==> src/hw/gpp_pkg.sv <==
// Purpose: shared constants and types of the general purpose pin port
// Assumes: one peripheral clock, 32-bit register port with byte addresses
// Notes: every address below is a full byte address of one aligned word
package gpp_pkg;

  localparam int PIN_COUNT = 16;

  typedef logic [15:0] gpp_pins_t;

  // register addresses
  localparam logic [31:0] ADDR_ENABLE = 32'h01B0_0000;
  localparam logic [31:0] ADDR_DIRECTION = 32'h01B0_0004;
  localparam logic [31:0] ADDR_VALUE = 32'h01B0_0008;
  localparam logic [31:0] ADDR_RESERVED = 32'h01B0_000C;
  localparam logic [31:0] ADDR_RISE_FLAGS = 32'h01B0_0010;
  localparam logic [31:0] ADDR_RISE_MASK = 32'h01B0_0014;
  localparam logic [31:0] ADDR_FALL_FLAGS = 32'h01B0_0018;
  localparam logic [31:0] ADDR_FALL_MASK = 32'h01B0_001C;
  localparam logic [31:0] ADDR_GLOBAL_CTRL = 32'h01B0_0020;
  localparam logic [31:0] ADDR_POLARITY = 32'h01B0_0024;

  // field positions
  localparam int GC_MODE_LSB = 0;

  // values after reset
  localparam gpp_pins_t RST_ENABLE = 16'h0000;
  localparam gpp_pins_t RST_DIRECTION = 16'h0000;
  localparam gpp_pins_t RST_VALUE = 16'h0000;
  localparam gpp_pins_t RST_FLAGS = 16'h0000;
  localparam gpp_pins_t RST_MASK = 16'h0000;
  localparam gpp_pins_t RST_POLARITY = 16'h0000;
  localparam logic [31:0] RDATA_IDLE = 32'h0000_0000;

  // event generation modes
  typedef enum logic [1:0] {
    GPP_MODE_OFF = 2'b00,
    GPP_MODE_ANY = 2'b01,
    GPP_MODE_ALL = 2'b10,
    GPP_MODE_LEVEL = 2'b11
  } gpp_mode_t;

  typedef struct packed {
    logic [31:0] addr;
    logic [31:0] wdata;
    logic wr;
    logic rd;
  } gpp_bus_req_t;

  typedef struct packed {
    gpp_pins_t level;
    gpp_pins_t oe_n;
    gpp_pins_t owned;
  } gpp_pad_t;

  typedef struct packed {
    logic cpu_interrupt;
    logic dma_event_request;
  } gpp_event_t;

  typedef struct packed {
    gpp_pins_t enable;
    gpp_pins_t direction;
    gpp_pins_t value;
    gpp_pins_t rise_flags;
    gpp_pins_t rise_mask;
    gpp_pins_t fall_flags;
    gpp_pins_t fall_mask;
    gpp_pins_t polarity;
    gpp_mode_t mode;
    gpp_pins_t sync1;
    gpp_pins_t sync2;
    gpp_pins_t prev;
    logic [31:0] rdata;
    logic event_lvl;
    logic dma_pulse;
  } gpp_state_t;

  localparam gpp_state_t RST_STATE = '{
    enable: RST_ENABLE,
    direction: RST_DIRECTION,
    value: RST_VALUE,
    rise_flags: RST_FLAGS,
    rise_mask: RST_MASK,
    fall_flags: RST_FLAGS,
    fall_mask: RST_MASK,
    polarity: RST_POLARITY,
    mode: GPP_MODE_OFF,
    sync1: 16'h0000,
    sync2: 16'h0000,
    prev: 16'h0000,
    rdata: RDATA_IDLE,
    event_lvl: 1'b0,
    dma_pulse: 1'b0
  };

endpackage : gpp_pkg

==> src/hw/gpp_port.sv <==
// Purpose: sixteen pin general purpose port with edge detect and events
// Assumes: pins asynchronous inputs, registers on a plain strobe port
// Notes: read data valid in the cycle after the read strobe only
`timescale 1ns/1ps

// Contract
// - The port has sixteen pins, 15 down to 0, each usable as input or output.
// - A pin is under port control only while its enable bit is 1.
// - An enabled pin with direction bit 0 is an input and is not driven.
// - An enabled pin with direction bit 1 is an output and is driven.
// - The direction bit has effect only when the enable bit of that pin is set.
// - After reset all direction bits select input.
// - An output pin drives the value software wrote into the value register.
// - Reading the value register returns the present level of each input pin.
// - Pin activity raises a processor interrupt and a DMA event in selectable modes.
// - Enable, direction and value sit at consecutive words from the base, then a reserved word.
// - A rise detect register and its mask select which pins raise events on a rising edge.
// - A fall detect register and its mask select which pins raise events on a falling edge.
// - A global control register after the fall mask selects the event mode.
// - A polarity register selects per pin which level or edge counts as active.
module gpp_port (
  input wire logic i_mclk,
  input wire logic i_reset_n,
  input wire gpp_pkg::gpp_bus_req_t i_bus,
  output logic [31:0] o_rdata,
  input wire gpp_pkg::gpp_pins_t i_pin_in,
  output gpp_pkg::gpp_pad_t o_pad,
  output gpp_pkg::gpp_event_t o_evt
);
  import gpp_pkg::*;

  gpp_state_t st;
  gpp_state_t nx;

  gpp_pins_t sense;
  gpp_pins_t watch;
  gpp_pins_t drive;
  gpp_pins_t rise_hit;
  gpp_pins_t fall_hit;
  gpp_pins_t masked;
  gpp_pins_t selected;
  gpp_pins_t value_view;
  logic ev_any;
  logic ev_all;
  logic ev_level;
  logic ev_next;

  logic wr_enable;
  logic wr_direction;
  logic wr_value;
  logic wr_rise_flags;
  logic wr_rise_mask;
  logic wr_fall_flags;
  logic wr_fall_mask;
  logic wr_global;
  logic wr_polarity;

  // address decode of writes
  assign wr_enable = i_bus.wr && (i_bus.addr == ADDR_ENABLE);
  assign wr_direction = i_bus.wr && (i_bus.addr == ADDR_DIRECTION);
  assign wr_value = i_bus.wr && (i_bus.addr == ADDR_VALUE);
  assign wr_rise_flags = i_bus.wr && (i_bus.addr == ADDR_RISE_FLAGS);
  assign wr_rise_mask = i_bus.wr && (i_bus.addr == ADDR_RISE_MASK);
  assign wr_fall_flags = i_bus.wr && (i_bus.addr == ADDR_FALL_FLAGS);
  assign wr_fall_mask = i_bus.wr && (i_bus.addr == ADDR_FALL_MASK);
  assign wr_global = i_bus.wr && (i_bus.addr == ADDR_GLOBAL_CTRL);
  assign wr_polarity = i_bus.wr && (i_bus.addr == ADDR_POLARITY);

  // pins driven only when enabled and set as output
  assign drive = st.enable & st.direction;

  // edge watch only on enabled inputs
  assign watch = st.enable & ~st.direction;

  // polarity bit 1 turns the active sense round
  assign sense = st.sync2 ^ st.polarity;

  assign rise_hit = watch & sense & ~st.prev;
  assign fall_hit = watch & ~sense & st.prev;

  assign masked = (st.rise_flags & st.rise_mask) | (st.fall_flags & st.fall_mask);
  assign selected = st.rise_mask | st.fall_mask;

  // outputs read back the written value, others the synced level
  assign value_view = (st.value & drive) | (st.sync2 & ~drive);

  // event modes
  assign ev_any = |masked;
  assign ev_all = (selected != 16'h0000) && ((masked & selected) == selected);
  assign ev_level = |(sense & watch & selected);

  always_comb begin
    unique case (st.mode)
      GPP_MODE_OFF: begin
        ev_next = 1'b0;
      end
      GPP_MODE_ANY: begin
        ev_next = ev_any;
      end
      GPP_MODE_ALL: begin
        ev_next = ev_all;
      end
      GPP_MODE_LEVEL: begin
        ev_next = ev_level;
      end
    endcase
  end

  always_comb begin
    nx = st;

    // two stage synchroniser, then previous sense for edges
    nx.sync1 = i_pin_in;
    nx.sync2 = st.sync1;
    nx.prev = sense;

    if (wr_enable) begin
      nx.enable = i_bus.wdata[15:0];
    end
    if (wr_direction) begin
      nx.direction = i_bus.wdata[15:0];
    end
    if (wr_value) begin
      nx.value = i_bus.wdata[15:0];
    end
    if (wr_rise_mask) begin
      nx.rise_mask = i_bus.wdata[15:0];
    end
    if (wr_fall_mask) begin
      nx.fall_mask = i_bus.wdata[15:0];
    end
    if (wr_global) begin
      nx.mode = gpp_mode_t'(i_bus.wdata[GC_MODE_LSB +: 2]);
    end
    if (wr_polarity) begin
      nx.polarity = i_bus.wdata[15:0];
    end

    // write one clears; a new edge in the same cycle wins
    if (wr_rise_flags) begin
      nx.rise_flags = st.rise_flags & ~i_bus.wdata[15:0];
    end
    nx.rise_flags = nx.rise_flags | rise_hit;
    if (wr_fall_flags) begin
      nx.fall_flags = st.fall_flags & ~i_bus.wdata[15:0];
    end
    nx.fall_flags = nx.fall_flags | fall_hit;

    nx.event_lvl = ev_next;
    nx.dma_pulse = ev_next & ~st.event_lvl;

    // read data stands one cycle, zero otherwise
    nx.rdata = RDATA_IDLE;
    if (i_bus.rd) begin
      unique case (i_bus.addr)
        ADDR_ENABLE: begin
          nx.rdata = {16'h0000, st.enable};
        end
        ADDR_DIRECTION: begin
          nx.rdata = {16'h0000, st.direction};
        end
        ADDR_VALUE: begin
          nx.rdata = {16'h0000, value_view};
        end
        ADDR_RISE_FLAGS: begin
          nx.rdata = {16'h0000, st.rise_flags};
        end
        ADDR_RISE_MASK: begin
          nx.rdata = {16'h0000, st.rise_mask};
        end
        ADDR_FALL_FLAGS: begin
          nx.rdata = {16'h0000, st.fall_flags};
        end
        ADDR_FALL_MASK: begin
          nx.rdata = {16'h0000, st.fall_mask};
        end
        ADDR_GLOBAL_CTRL: begin
          nx.rdata = {30'h0000_0000, st.mode};
        end
        ADDR_POLARITY: begin
          nx.rdata = {16'h0000, st.polarity};
        end
        default: begin
          nx.rdata = RDATA_IDLE;
        end
      endcase
    end
  end

  always_ff @(posedge i_mclk or negedge i_reset_n) begin
    if (!i_reset_n) begin
      st <= RST_STATE;
    end else begin
      st <= nx;
    end
  end

  assign o_rdata = st.rdata;
  assign o_pad.level = st.value;
  assign o_pad.oe_n = ~drive;
  assign o_pad.owned = st.enable;
  assign o_evt.cpu_interrupt = st.event_lvl;
  assign o_evt.dma_event_request = st.dma_pulse;
endmodule : gpp_port

==> config.mk <==
export PLATFORM = sky130hd
export DESIGN_NAME = gpp_port
export DESIGN_NICKNAME = d
export VERILOG_FILES = /design/src/hw/gpp_pkg.sv /design/src/hw/gpp_port.sv
export SDC_FILE = /design/constraint.sdc
export NUM_CORES = 1
export LEC_CHECK = 0
export BUFFER_PORTS_ARGS = -buffer_cell sky130_fd_sc_hd__buf_2
export CAP_MARGIN = 0
export CELL_PAD_IN_SITES_DETAIL_PLACEMENT = 0
export CELL_PAD_IN_SITES_GLOBAL_PLACEMENT = 1
export CORE_UTILIZATION = 40
export CTS_CLUSTER_DIAMETER = 200
export CTS_CLUSTER_SIZE = 14
export DETAILED_ROUTE_END_ITERATION = 8
export MAX_ROUTING_LAYER = met4
export PLACE_DENSITY_LB_ADDON = 0.12
export SLEW_MARGIN = 10
export SYNTH_ARGS = -nofsm -noshare
export SYNTH_HDL_FRONTEND = slang
export SYNTH_SLANG_ARGS = --single-unit
export TNS_END_PERCENT = 10
==> constraint.sdc <==
create_clock -name i_mclk -period 1.5 [get_ports i_mclk]
set_input_delay 0.15 -clock i_mclk [delete_from_list [all_inputs] [get_ports i_mclk]]
set_output_delay 0.15 -clock i_mclk [all_outputs]
set_load 0.02 [all_outputs]
==> results.md <==
- Status: finished with violations
- Failing checks: setup timing
- Top cell type's share of synthesized area: 0.510
- Global-route wire length before repair: 44.0 mm
- Hold Path Cell Cnt: 3
- Worst vdd ir: 0.649 mV
- Clk slew on worst S/H paths: 80 ps
- Reg-to-Reg Start: st[88]$_DFFE_PN0P_
- Synth warnings: 0
- Highest Clock Rate: 0.575 GHz
- Register area share after synthesis: 0.510
- H-tree Lvls: 4
- CP arrival: 2070 ps
- Fraction of layout cells with a size suffix above 1: 0.467
- Post-DRT Antenna Nets: 0
- Crit path required time: 1820 ps
- TritonRoute pass-1 iters: 5
- Static leakage: 6.09 nW
- DIE AREA: 0.0247 mm2
- DPL Wire Length: 20.1 mm
- Area leader, netlist: dfrtp_1
- Final setup vio count: 122
- Synth Register Bits: 196
- CP Capture Type: register
- Port-buffer cells: 133
- Distinct cells, synth: 49
- DR vias/cell: 5.26
- Via count: 7,660
- Total wire length: 28.4 mm
- Crit path to: o_evt[0]$_DFF_PN0_
- CTS max path bufs: 2
- GPL Wtd Cong: 0.885
- Die width: 157 um
- Final nets: 1,209
- Gr ovfl total: 0
- All-layer global routing usage: 0.245
- Largest net degree at the start of global routing: 44
- Worst skew pair latency: 440 ps
- IO Pins: 166
- Pwr dens: 823 mW/mm2
- Post-route clock period utilization: 1.16
- Reg-to-reg endpoint: o_evt[0]$_DFF_PN0_
- Number of global-route vias before repair: 7,989
- Top cells by area, synth: dfrtp_1 51%, mux2_2 12%, buf_4 5.3%
- Area Growth Syn to Fin: 34.6%
- Worst setup startpoint: st[88]$_DFFE_PN0P_
- DR iter-0 viols: 421
- Post-synth EDFFs: 0
- Gate Count Post-Synth: 839
- Slew Limit Fails: 0
- Worst hold path type: input port to register
- Final WS setup: -241 ps
- Number of failing hold endpoints at the final stage: 0
- Clock Skews: 12.9 ps
- Row count: 56
- Final Critical Period: 1740 ps
- CTS tree: built
- Pre-CTS setup slack: -728 ps
- Worst-path maximum fanout: 2
- RSZ-0062 raised after global routing: true
- Sink Count: 196
- Number of buffers created by CTS: 17
- FFs w/ async S/R, synth: 1.00
- Initial antenna violation count: 0
- Cell Area, Synth: 0.00961 mm2
- Post-synth top flop: dfrtp_1
- Final Util: 0.549
- Reg2Reg Setup Slack: -240 ps
- Max-Cap Viols: 0
- Remaining DRCs: 0
- Worst reg2reg path depth: 7
- Core ar.: 0.0235 mm2
- Initial core utilization: 0.408
- Crit Path Class: register to register
- Clk root buf: clkbuf_16
- Die H: 157 um
- Syn Area/Cell: 11.5 um2
- Startpoint Class: register
- Wirelength per Cell: 19.5 um
- ANT cells: 0
## cell families (layout without fill, tap and decap cells)
| kind of cell | count (synthesis) | after routing | synth area share |
|---|---|---|---|
| AO/OA/AOI/OAI | 149 | 149 | 0.111 |
| XOR/XNOR | 16 | 16 | 0.0146 |
| buffers and inverters | 109 | 393 | 0.0733 |
| flip-flops | 196 | 196 | 0.510 |
| multiplexers | 129 | 129 | 0.161 |
| other | 1 | 16 | 0.000390 |
| AND/OR/NAND/NOR | 239 | 239 | 0.129 |
## worst min path at each step
stage	startpoint	end	slack [ps]
floorplan	i_reset_n	nx[50]$_DFF_PN0_	-150
global placement	i_reset_n	st[65]$_DFF_PN0_	80
detailed placement	i_reset_n	o_pad[15]$_DFFE_PN0P_	80
CTS	i_bus[15]	o_pad[13]$_DFFE_PN0P_	20
global route	i_bus[13]	st[111]$_DFFE_PN0P_	50
finish	i_bus[15]	o_pad[13]$_DFFE_PN0P_	50
## routing by layer
metal | part of all wire | vias up | GRT usage
li1 | - | 3530 | -
met2 | 0.48 | 245 | 0.399
met4 | 0.022 | 0 | 0.0855
met5 | 0 | - | -
met1 | 0.45 | 3847 | 0.312
met3 | 0.045 | 38 | 0.0383
## report_power, final
part           internal, mW  total, mW  switching (mW)
registers              5.35       5.38          0.0378
logic                 0.321      0.780           0.459
clock network          2.34       4.48            2.14
## synthesized netlist by cell type (8+ instances only)
cell type    n
a21oi_1     16
a22o_1       8
a22oi_1     27
buf_2        8
buf_4       68
clkbuf_1    16
dfrtp_1    196
inv_1       10
mux2_1      12
mux2_2     103
mux4_2       9
nand2_1    113
nand2b_1     9
nor2_1      34
nor2b_1     21
nor3_1       9
nor3b_1      8
nor4_1       9
o21ai_0     29
o221ai_1     8
o2bb2ai_1   32
xor2_1      16
## critical path, cell delays in order, from the launching register on
cell and delay [ps]:
dfrtp_1 410, xor2_2 200, nand2_2 110, o22ai_2 90
or4_4 540, nor3_2 110, buf_4 140, nor3_1 40
## registers in the layout (all words and copies together) (netlist names)
| name | count |
|---|---|
| st | 130 |
| o_pad | 32 |
| o_rdata | 16 |
| nx | 16 |
| o_evt | 2 |
## placed cells by master (no fill, tap or decap), types with 24 or more instances in the layout
cell,netlist,routed
nor2_1,34,32
o21ai_0,29,25
buf_4,68,171
dfrtp_1,196,190
o2bb2ai_1,32,32
mux2_2,103,67
buf_2,8,126
nand2_1,113,108
mux2_4,0,36
a22oi_1,27,24
## timing repair
item | CTS | global route
hold buffers | 17 | 0
setup endpoints to repair | 146 | 140
pin swaps | 30 | 16
gates resized for setup | 58 | 56
endpoints found under the hold margin | 212 | 0
gates cloned | 1 | 1
setup buffers | 11 | 6
## area by class of cell
cell class / instances / area, um2
clock buffer: 17 / 425
clock inverter: 15 / 143
fill: 2053 / 10600
inverter: 10 / 37.5
multi-input combinational: 549 / 4390
sequential: 196 / 4910
tap: 319 / 399
timing repair buffer: 351 / 2620
## metrics by stage
step / instances / total power [mW] / setup TNS [ps] / cell area [um2] / hold slack [ps]
after floorplan: 854 / 5.78 / -43090 / 9710 / -146
after global placement: 1389 / 6.19 / -77270 / 11600 / 83.8
after detailed placement: 1389 / 6.20 / -88170 / 11600 / 81.4
after CTS: 1450 / 10.8 / -8650 / 12700 / 24.6
after global routing: 1457 / 11.0 / -21620 / 12900 / 50.9
final: 1457 / 10.6 / -13560 / 12900 / 45.4
No activity file was read; power rests on OpenSTA's default activity.
